==> src/hdl/decode_pkg.sv <==
// constants for the instruction word decoder and debug pin steering
package decode_pkg;
   localparam int WORD_WIDTH    = 24;
   localparam int OPCODE_WIDTH  = 8;
   localparam int OPCODE_LSB    = 16;
   localparam int OPERAND_WIDTH = 16;
   // operand field positions
   localparam int BASE_LSB      = 11;
   localparam int MODE_D_LSB    = 7;
   localparam int DEST_LSB      = 7;
   localparam int MODE_S_LSB    = 4;
   localparam int SRC_LSB       = 0;
   localparam int REG_WIDTH     = 4;
   localparam int MODE_WIDTH    = 3;
   localparam int BIT_LSB       = 12;
   localparam int FILE_WIDTH    = 13;
   localparam int FILE_DEST_BIT = 13;
   localparam int LIT_LSB       = 4;
   localparam int LIT_WIDTH     = 10;
   localparam int LIT_SAME_BIT  = 14;
   // opcode top bytes (coined encoding for the opcode classes)
   localparam logic [7:0] OP_NOP2      = 8'h00;
   localparam logic [7:0] OP_CALL2     = 8'h02;
   localparam logic [7:0] OP_GOTO2     = 8'h04;
   localparam logic [7:0] OP_DO2       = 8'h08;
   localparam logic [7:0] OP_JUMP      = 8'h37;
   localparam logic [7:0] OP_JUMP_COND = 8'h30;
   localparam logic [7:0] OP_IND_CALL  = 8'h01;
   localparam logic [7:0] OP_IND_GOTO  = 8'h05;
   localparam logic [7:0] OP_RETURN    = 8'h06;
   localparam logic [7:0] OP_INT_RET   = 8'h07;
   localparam logic [7:0] OP_TBL_RD    = 8'hBA;
   localparam logic [7:0] OP_TBL_WR    = 8'hBB;
   localparam logic [7:0] OP_SKIP      = 8'hA6;
   localparam logic [7:0] OP_MOV_D     = 8'hBE;
   localparam logic [7:0] OP_REG3      = 8'h40;
   localparam logic [7:0] OP_FILE      = 8'hB4;
   localparam logic [7:0] OP_BIT_LIT   = 8'hA8;
   localparam logic [7:0] OP_BIT_IND   = 8'hAD;
   localparam logic [7:0] OP_LIT_ARITH = 8'hB0;
   // cycle counts in instruction cycles
   localparam logic [1:0] CYC_ONE   = 2'h1;
   localparam logic [1:0] CYC_TWO   = 2'h2;
   localparam logic [1:0] CYC_THREE = 2'h3;
   // debug pair select encodings
   localparam logic [1:0] PAIR_ONE      = 2'h3;
   localparam logic [1:0] PAIR_TWO      = 2'h2;
   localparam logic [1:0] PAIR_THREE    = 2'h1;
   localparam logic [1:0] PAIR_RESERVED = 2'h0;
   localparam int DEBUG_RAM_BYTES = 80;
   localparam int DATA_ADDR_WIDTH = 16;
   localparam int PAIR_COUNT      = 3;

   typedef enum logic [2:0] {
      CLS_NOP      = 3'h0,
      CLS_FILE     = 3'h1,
      CLS_REG3     = 3'h2,
      CLS_BIT      = 3'h3,
      CLS_LIT      = 3'h4,
      CLS_CONTROL  = 3'h5,
      CLS_OTHER    = 3'h6
   } class_type;

   typedef enum logic [1:0] {
      ST_FIRST  = 2'h0,
      ST_SECOND = 2'h1,
      ST_STALL  = 2'h2
   } state_type;
endpackage

==> src/hdl/instr_decoder.sv <==
// instruction word decoder with cycle sequencing and debug port steering
// Overview of operation
// - each word is 24 bits; top 8 bits are opcode, rest operands.
// - exactly three opcodes take two words, 48 bits in total.
// - second word has zero top byte; executed alone it is a no-op.
// - plain single-word instructions finish in one cycle.
// - true condition or changed program counter adds one no-op cycle.
// - jumps, indirect call/goto, table access, returns take two or three cycles.
// - taken skip costs two cycles over one word, three over two words.
// - double-word moves and all two-word instructions take two cycles.
// - file operations carry address and destination of same file or register zero.
// - three-register operations carry base, source and destination with modes.
// - bit operations select the bit by literal or by base register contents.
// - literal arithmetic carries base, literal, destination only when different.
// - debug traffic is accepted on the one selected clock/data pair.
// - debug enabled reserves lowest 80 data bytes and two pins.
// - pair select 11 pair one, 10 pair two, 01 pair three, 00 reserved.
`timescale 1ns/100ps
module instr_decoder (
   input  wire logic        sys_clk,            // core clock, 200 MHz
   input  wire logic        rstn,               // async reset, active low
   input  wire logic [23:0] fetch_word,         // program word from fetch
   input  wire logic        fetch_valid,        // fetch_word is valid
   output logic             fetch_ready,        // decoder takes word this cycle
   input  wire logic        cond_true,          // condition test result
   input  wire logic        skip_taken,         // skip condition met
   output logic             instr_done,         // pulse: instruction retired
   output logic [7:0]       opcode,             // opcode of last instruction
   output decode_pkg::class_type op_class,      // operand class
   output logic [1:0]       cycle_count,        // cycles it took
   output logic             is_two_word,        // it used an extension word
   output logic [15:0]      extension,          // extension word operand bits
   output logic [3:0]       base_operand_reg,   // base register
   output logic [3:0]       source_operand_reg, // source register
   output logic [2:0]       source_mode,        // source address mode
   output logic [3:0]       dest_operand_reg,   // destination register
   output logic [2:0]       dest_mode,          // destination address mode
   output logic [12:0]      file_addr,          // file register address
   output logic             dest_is_reg_zero,   // file result to register zero
   output logic [3:0]       bit_select,         // selected bit number
   output logic             bit_from_base,      // bit comes from base contents
   output logic [9:0]       literal,            // literal operand
   output logic             dest_present,       // separate destination encoded
   input  wire logic        debug_enable,       // debug feature enabled
   input  wire logic [1:0]  debug_pair_select,  // pair select field
   input  wire logic [2:0]  debug_clock_pin,    // clock pins of three pairs
   input  wire logic [2:0]  debug_data_pin_in,  // data pins of three pairs
   output logic [2:0]       debug_data_pin_out, // data drive per pair
   output logic [2:0]       debug_data_pin_oe_n,// data enable per pair, low drives
   input  wire logic        debug_data_out,     // data the debugger sends out
   input  wire logic        debug_data_drive,   // debugger drives data now
   output logic             debug_clock,        // synchronised selected clock
   output logic             debug_data,         // synchronised selected data
   output logic             debug_pair_valid,   // debug enabled and a legal pair is selected
   input  wire logic [15:0] data_addr,          // application data address
   output logic             data_reserved,      // address held for debugger
   output logic             pins_reserved       // two pins held for debugger
);
   typedef enum logic [1:0] {
      ST_FIRST  = 2'b00,
      ST_SECOND = 2'b01,
      ST_STALL  = 2'b10
   } seq_state_type;

   function automatic logic two_word_op(input logic [7:0] op);
      two_word_op = (op == decode_pkg::OP_CALL2) || (op == decode_pkg::OP_GOTO2)
                 || (op == decode_pkg::OP_DO2);
   endfunction

   function automatic decode_pkg::class_type classify(input logic [7:0] op);
      case (op)
         decode_pkg::OP_NOP2:      classify = decode_pkg::CLS_NOP;
         decode_pkg::OP_FILE:      classify = decode_pkg::CLS_FILE;
         decode_pkg::OP_REG3:      classify = decode_pkg::CLS_REG3;
         decode_pkg::OP_BIT_LIT,
         decode_pkg::OP_BIT_IND:   classify = decode_pkg::CLS_BIT;
         decode_pkg::OP_LIT_ARITH: classify = decode_pkg::CLS_LIT;
         decode_pkg::OP_CALL2, decode_pkg::OP_GOTO2, decode_pkg::OP_DO2,
         decode_pkg::OP_JUMP, decode_pkg::OP_JUMP_COND, decode_pkg::OP_IND_CALL,
         decode_pkg::OP_IND_GOTO, decode_pkg::OP_RETURN, decode_pkg::OP_INT_RET,
         decode_pkg::OP_SKIP:      classify = decode_pkg::CLS_CONTROL;
         default:                  classify = decode_pkg::CLS_OTHER;
      endcase
   endfunction

   // single-word cycle cost; skip is handled separately
   function automatic logic [1:0] base_cycles(input logic [7:0] op, input logic cond);
      case (op)
         decode_pkg::OP_JUMP, decode_pkg::OP_IND_CALL, decode_pkg::OP_IND_GOTO,
         decode_pkg::OP_TBL_RD, decode_pkg::OP_TBL_WR:
            base_cycles = decode_pkg::CYC_TWO;
         decode_pkg::OP_RETURN, decode_pkg::OP_INT_RET:
            base_cycles = decode_pkg::CYC_THREE;
         decode_pkg::OP_MOV_D:
            base_cycles = decode_pkg::CYC_TWO;
         decode_pkg::OP_JUMP_COND:
            base_cycles = cond ? decode_pkg::CYC_TWO : decode_pkg::CYC_ONE;
         default:
            base_cycles = decode_pkg::CYC_ONE;
      endcase
   endfunction

   seq_state_type state;
   logic [23:0]   first_word;
   logic [1:0]    stall_left;
   logic [1:0]    used_cycles;
   logic          skip_pending;
   logic [1:0]    skip_cycles;
   logic          take;
   logic [7:0]    in_op;
   logic          in_two;

   assign in_op       = fetch_word[decode_pkg::OPCODE_LSB +: decode_pkg::OPCODE_WIDTH];
   assign in_two      = two_word_op(in_op);
   assign fetch_ready = (state != ST_STALL);
   assign take        = fetch_valid && fetch_ready;

   // sequencer: one fetch accepted per instruction cycle when not stalled
   always_ff @(posedge sys_clk or negedge rstn) begin
      if (!rstn) begin
         state        <= ST_FIRST;
         first_word   <= '0;
         stall_left   <= 2'h0;
         used_cycles  <= 2'h0;
         skip_pending <= 1'b0;
         skip_cycles  <= 2'h0;
      end else begin
         case (state)
            ST_FIRST: begin
               if (take) begin
                  if (skip_pending) begin
                     // skipped word is discarded; a two-word one costs one more
                     skip_pending <= 1'b0;
                     if (in_two) begin
                        skip_cycles <= decode_pkg::CYC_THREE;
                        state       <= ST_SECOND;
                     end
                  end else if (in_two) begin
                     first_word <= fetch_word;
                     state      <= ST_SECOND;
                  end else begin
                     first_word <= fetch_word;
                     if (in_op == decode_pkg::OP_SKIP && skip_taken) begin
                        skip_pending <= 1'b1;
                        skip_cycles  <= decode_pkg::CYC_TWO;
                     end
                     if (base_cycles(in_op, cond_true) != decode_pkg::CYC_ONE) begin
                        stall_left  <= base_cycles(in_op, cond_true) - 2'h1;
                        used_cycles <= base_cycles(in_op, cond_true);
                        state       <= ST_STALL;
                     end
                  end
               end
            end
            ST_SECOND: begin
               if (take) begin
                  state <= ST_FIRST;
               end
            end
            ST_STALL: begin
               stall_left <= stall_left - 2'h1;
               if (stall_left == 2'h1) begin
                  state <= ST_FIRST;
               end
            end
            default: state <= ST_FIRST;
         endcase
      end
   end

   logic       next_done;
   logic [1:0] next_cycles;
   always_comb begin
      next_done   = 1'b0;
      next_cycles = decode_pkg::CYC_ONE;
      case (state)
         ST_FIRST: begin
            if (take && !skip_pending && !in_two
                && base_cycles(in_op, cond_true) == decode_pkg::CYC_ONE) begin
               next_done = 1'b1;
               if (in_op == decode_pkg::OP_SKIP && skip_taken) begin
                  next_done = 1'b0;
               end
            end else if (take && skip_pending && !in_two) begin
               next_done   = 1'b1;
               next_cycles = skip_cycles;
            end
         end
         ST_SECOND: begin
            if (take) begin
               next_done   = 1'b1;
               next_cycles = (first_word[23:16] == decode_pkg::OP_SKIP) ?
                             decode_pkg::CYC_THREE : decode_pkg::CYC_TWO;
            end
         end
         ST_STALL: begin
            if (stall_left == 2'h1) begin
               next_done   = 1'b1;
               next_cycles = used_cycles;
            end
         end
         default: next_done = 1'b0;
      endcase
   end

   logic [23:0] dec_word;
   assign dec_word = (state == ST_FIRST) ? fetch_word : first_word;

   // result registers
   always_ff @(posedge sys_clk or negedge rstn) begin
      if (!rstn) begin
         instr_done  <= 1'b0;
         cycle_count <= 2'h0;
         opcode      <= 8'h00;
         op_class    <= decode_pkg::CLS_NOP;
         is_two_word <= 1'b0;
         extension   <= 16'h0000;
      end else begin
         instr_done <= next_done;
         if (next_done) begin
            cycle_count <= next_cycles;
            opcode      <= dec_word[decode_pkg::OPCODE_LSB +: decode_pkg::OPCODE_WIDTH];
            // a lone extension word has zero top byte, so decodes as no-op
            op_class    <= classify(dec_word[decode_pkg::OPCODE_LSB +:
                                            decode_pkg::OPCODE_WIDTH]);
            is_two_word <= (state == ST_SECOND);
            extension   <= (state == ST_SECOND) ?
                           fetch_word[decode_pkg::OPERAND_WIDTH-1:0] : 16'h0000;
         end
      end
   end

   // operand field extraction
   always_ff @(posedge sys_clk or negedge rstn) begin
      if (!rstn) begin
         base_operand_reg   <= 4'h0;
         source_operand_reg <= 4'h0;
         source_mode        <= 3'h0;
         dest_operand_reg   <= 4'h0;
         dest_mode          <= 3'h0;
         file_addr          <= 13'h0000;
         dest_is_reg_zero   <= 1'b0;
         bit_select         <= 4'h0;
         bit_from_base      <= 1'b0;
         literal            <= 10'h000;
         dest_present       <= 1'b0;
      end else if (next_done) begin
         base_operand_reg   <= dec_word[decode_pkg::BASE_LSB +: decode_pkg::REG_WIDTH];
         source_operand_reg <= dec_word[decode_pkg::SRC_LSB +: decode_pkg::REG_WIDTH];
         source_mode        <= dec_word[decode_pkg::MODE_S_LSB +: decode_pkg::MODE_WIDTH];
         dest_operand_reg   <= dec_word[decode_pkg::DEST_LSB +: decode_pkg::REG_WIDTH];
         dest_mode          <= dec_word[decode_pkg::MODE_D_LSB+4 +: decode_pkg::MODE_WIDTH];
         file_addr          <= dec_word[decode_pkg::FILE_WIDTH-1:0];
         dest_is_reg_zero   <= !dec_word[decode_pkg::FILE_DEST_BIT];
         bit_select         <= dec_word[decode_pkg::BIT_LSB +: decode_pkg::REG_WIDTH];
         bit_from_base      <= (dec_word[23:16] == decode_pkg::OP_BIT_IND);
         literal            <= dec_word[decode_pkg::LIT_LSB +: decode_pkg::LIT_WIDTH];
         dest_present       <= !dec_word[decode_pkg::LIT_SAME_BIT];
      end
   end

   // debug pins: synchronise all pairs, then pick the selected one
   logic [2:0] clk_meta, clk_sync, dat_meta, dat_sync;
   always_ff @(posedge sys_clk or negedge rstn) begin
      if (!rstn) begin
         clk_meta <= 3'h0;
         clk_sync <= 3'h0;
         dat_meta <= 3'h0;
         dat_sync <= 3'h0;
      end else begin
         clk_meta <= debug_clock_pin;
         clk_sync <= clk_meta;
         dat_meta <= debug_data_pin_in;
         dat_sync <= dat_meta;
      end
   end

   logic [2:0] pair_onehot;
   always_comb begin
      case (debug_pair_select)
         decode_pkg::PAIR_ONE:   pair_onehot = 3'h1;
         decode_pkg::PAIR_TWO:   pair_onehot = 3'h2;
         decode_pkg::PAIR_THREE: pair_onehot = 3'h4;
         default:                pair_onehot = 3'h0; // reserved: no pair
      endcase
   end

   logic [2:0] pair_active;
   assign pair_active = pair_onehot & {3{debug_enable}};
   genvar g;
   generate
      for (g = 0; g < decode_pkg::PAIR_COUNT; g++) begin : g_pair
         always_ff @(posedge sys_clk or negedge rstn) begin
            if (!rstn) begin
               debug_data_pin_out[g]  <= 1'b0;
               debug_data_pin_oe_n[g] <= 1'b1;
            end else begin
               debug_data_pin_out[g]  <= debug_data_out;
               debug_data_pin_oe_n[g] <= !(pair_active[g] && debug_data_drive);
            end
         end
      end
   endgenerate

   always_ff @(posedge sys_clk or negedge rstn) begin
      if (!rstn) begin
         debug_clock      <= 1'b0;
         debug_data       <= 1'b0;
         debug_pair_valid <= 1'b0;
         data_reserved    <= 1'b0;
         pins_reserved    <= 1'b0;
      end else begin
         debug_clock      <= |(clk_sync & pair_active);
         debug_data       <= |(dat_sync & pair_active);
         debug_pair_valid <= |pair_active;
         data_reserved    <= debug_enable &&
                             (data_addr < 16'(decode_pkg::DEBUG_RAM_BYTES));
         pins_reserved    <= debug_enable;
      end
   end
endmodule

==> config.mk <==
export PLATFORM = sky130hd
export DESIGN_NAME = instr_decoder
export DESIGN_NICKNAME = d
export VERILOG_FILES = /design/src/hdl/decode_pkg.sv /design/src/hdl/instr_decoder.sv
export SDC_FILE = /design/constraint.sdc
export NUM_CORES = 1
export LEC_CHECK = 0
export ABC_AREA = 1
export BUFFER_PORTS_ARGS = -buffer_cell sky130_fd_sc_hd__buf_2
export CORE_MARGIN = 2
export CORE_UTILIZATION = 40
export CTS_CLUSTER_DIAMETER = 30
export DETAILED_ROUTE_END_ITERATION = 10
export PLACE_DENSITY = 0.72
export SYNTH_ARGS = -nofsm -noshare
export SYNTH_HDL_FRONTEND = slang
export SYNTH_SLANG_ARGS = --single-unit
==> constraint.sdc <==
create_clock -name sys_clk -period 2.3 [get_ports sys_clk]
set_input_delay 0.345 -clock sys_clk [delete_from_list [all_inputs] [get_ports sys_clk]]
set_output_delay 0.345 -clock sys_clk [all_outputs]
set_load 0.01 [all_outputs]
==> metrics.md <==
| Metric | Value |
|---|---|
| Maxcap violations | `0` |
| I/O Buffers | `142` |
| Post-synth top area share | `52.2%` |
| Drt pass-1 iters | `5` |
| Sink Count | `104` |
| Final Cycle Share | `88.5%` |
| Hold Path Class | `primary input to async pin` |
| Peak VDD IR | `0.409 mV` |
| Startpoint Class | `primary input` |
| Antenna diodes | `0` |
| Bufs on Longest Clock Path | `2` |
| Placed Area | `5660 um^2` |
| Post-route ant nets | `0` |
| Synthesized instance count | `557` |
| Clock skew | `6.36 ps` |
| Largest net degree at the start of global routing | `46` |
| WP data required | `2540 ps` |
| First-pass GRT wire length | `19.1 mm` |
| Number of synthesized register bits | `104` |
| Clk slew on worst S/H paths | `70 ps` |
| Total Wirelength | `11.4 mm` |
| Core ar. | `11900 um^2` |
| Via count | `4170` |
| Slew @ Worst Pin | `771 ps` |
| CP Capture Type | `flip-flop` |
| Max reg flops | `24` |
| Via density | `4.95` |
| CTS H-tree depth | `3` |
| Syn. warnings | `0` |
| Critical Path Start | `fetch_word[22]` |
| GRT overflow | `0` |
| Dpl hpwl | `8.41 mm` |
| Die W | `114 um` |
| Synth top area cells | `dfrtp_1, nand2_1, buf_4` |
| Fin area | `6010 um^2` |
| Starting Density | `40.6%` |
| CP Class | `primary input to flip-flop` |
| Fin. Hold Viols | `8` |
| PD cells | `1300 nW/um^2` |
| Gpl congestion | `0.824` |
| Syn_area_per_cell | `8.69 um^2` |
| Root Buffer | `clkbuf_16` |
| # setup viols final | `0` |
| Initial antenna violation count | `0` |
| Commonest non-fill, non-tap cell in the layout | `nand2_1` |
| Most frequent cells in the layout | `nand2_1, buf_2, dfrtp_1` |
| CP Max Fanout | `11` |
| Synth Cell Area | `4840 um^2` |
| Clock Latency Late Sink | `340 ps` |
| Data arrival, critical path | `2270 ps` |
| Fmax | `491 MHz` |
| Leak | `0.00324 uW` |
| Most area-hungry cell type in the Yosys netlist | `dfrtp_1` |
| Vias in the first global route | `4066` |
| Die footprint | `13000 um^2` |
| P&R area growth vs syn | `24.2%` |
| Nets | `750` |
| RSZ-0062 raised after global routing | `no` |
| Biggest register | `first_word` |
| 1st-iter DRT viols | `397` |
| Min Tclk post-route | `2040 ps` |
| Failing checks | `hold timing` |
| Slew Limit Fails | `0` |
| Fill cell count | `1126` |
| Hold_ws | `-7.23 ps` |
| Seq/Total Area, Yosys | `53.8%` |
| Max_slew headroom | `48.6%` |
| Rows | `40` |
| Total power | `7800 uW` |
| Syn_nets | `616` |
| Setup_tns | `0 ps` |
| Die H | `114 um` |
| DRC Markers | `0` |
| Critical R2R Launch | `state[0]` |
| Cts hold-fix bufs | `0` |
| Ports | `147` |
| Avg WL per Cell | `13.6 um` |
| CTS tree | `done` |
| Status | `finished with violations` |
| Synth cell types | `33` |
| Overall Global Routing Usage | `18.4%` |
| Share of layout cells above drive strength 1 | `29.7%` |
| Top Registers | `first_word: 24 flops, extension: 16 flops, opcode: 8 flops` |
| Cts bufs inserted | `9` |
| Layout Utilization | `50.5%` |
critical path, stage by stage:
cell and delay [ps]:
buf_2 100, nor2_1 130, inv_1 50, nor2_1 140
nand3_1 100, o31ai_1 80, nand2_1 80, nand3_1 120
a31oi_1 80, ha_1 240, nand4_1 120, nand2_2 90
a21o_2 290, buf_4 160, o21a_1 150
power breakdown:
| group | internal (uW) | switching (uW) | total, uW |
|---|---|---|---|
| combinational | 1300 | 2000 | 3300 |
| sequential | 2470 | 352 | 2830 |
| clock | 990 | 690 | 1680 |
metal layers:
layer / part of all wire, % / vias to the layer above / routed length (um) / track usage, %
li1: - / 2043 / - / -
met1: 45 / 1971 / 5090 / 23.3
met2: 49 / 141 / 5590 / 31.3
met3: 5.1 / 15 / 584 / 3.88
met4: 1.4 / 0 / 165 / 5.93
met5: 0 / - / 0 / 0
cell usage after synthesis:
cell type,number
a21o_1,1
a21oi_1,7
a21oi_4,1
a22o_1,14
a31oi_1,1
buf_2,5
buf_4,33
buf_6,3
clkbuf_1,8
dfrtp_1,101
dfstp_2,3
ha_1,3
inv_1,57
inv_2,1
nand2_1,150
nand2_2,4
nand3_1,15
nand3b_1,1
nand4_1,8
nor2_1,49
nor2_2,3
nor2_4,4
nor3_1,4
nor4_1,5
o211ai_1,2
o21a_1,3
o21ai_0,33
o21ai_1,12
o21ai_2,1
o221ai_1,1
o22ai_1,21
o31ai_1,2
xnor2_1,1
stage by stage:
step / std cells / setup WS, ps / hold WS (ps)
floorplan: 557 / 227 / 49.4
global placement: 825 / -56.8 / 333
detailed placement: 825 / -113 / 335
CTS: 841 / 149 / 11.3
global route: 843 / 22.1 / 34.3
finish: 843 / 264 / -7.23
final timing paths:
| kind | end | slack [ps] | cells after the start |
|---|---|---|---|
| max | bit_select[2] | 260 | 15 |
| min | dat_meta[0] | -7 | 1 |
| max reg2reg | source_operand_reg[2] | 280 | 10 |
| min reg2reg | clk_sync[0] | 350 | 0 |
| max in group asynchronous | bit_select[3] | 1670 | 2 |
| min in group sys_clk | clk_meta[0] | 100 | 1 |
cells by family (layout without fill, tap and decap cells):
| kind of cell | after synthesis | in the layout | share of synthesized area, % |
|---|---|---|---|
| compound gates | 99 | 99 | 12.7 |
| xor+xnor | 1 | 1 | 0.181 |
| fa+ha+maj | 3 | 3 | 0.775 |
| buf+inv | 107 | 246 | 11.4 |
| flops | 104 | 104 | 53.8 |
| simple gates | 243 | 243 | 21.1 |
repair_timing:
action | in CTS | in global routing
setup endpoints to repair | 23 | 19
gates cloned | 0 | 0
gates resized for setup | 1 | 2
pin swaps | 0 | 1
setup buffers | 0 | 2
final cells by class:
| cell class | instances | area (um^2) | area share [%] |
|---|---|---|---|
| clock inverters | 6 | 90.1 | 1.50 |
| clock buffers | 10 | 239 | 3.97 |
| inverters | 58 | 218 | 3.62 |
| multi-input cells | 346 | 1690 | 28.1 |
| flip-flops and latches | 104 | 2610 | 43.3 |
| well taps | 147 | 184 | 3.06 |
| repair buffers | 172 | 988 | 16.4 |
(Power assumes the default switching activity.)
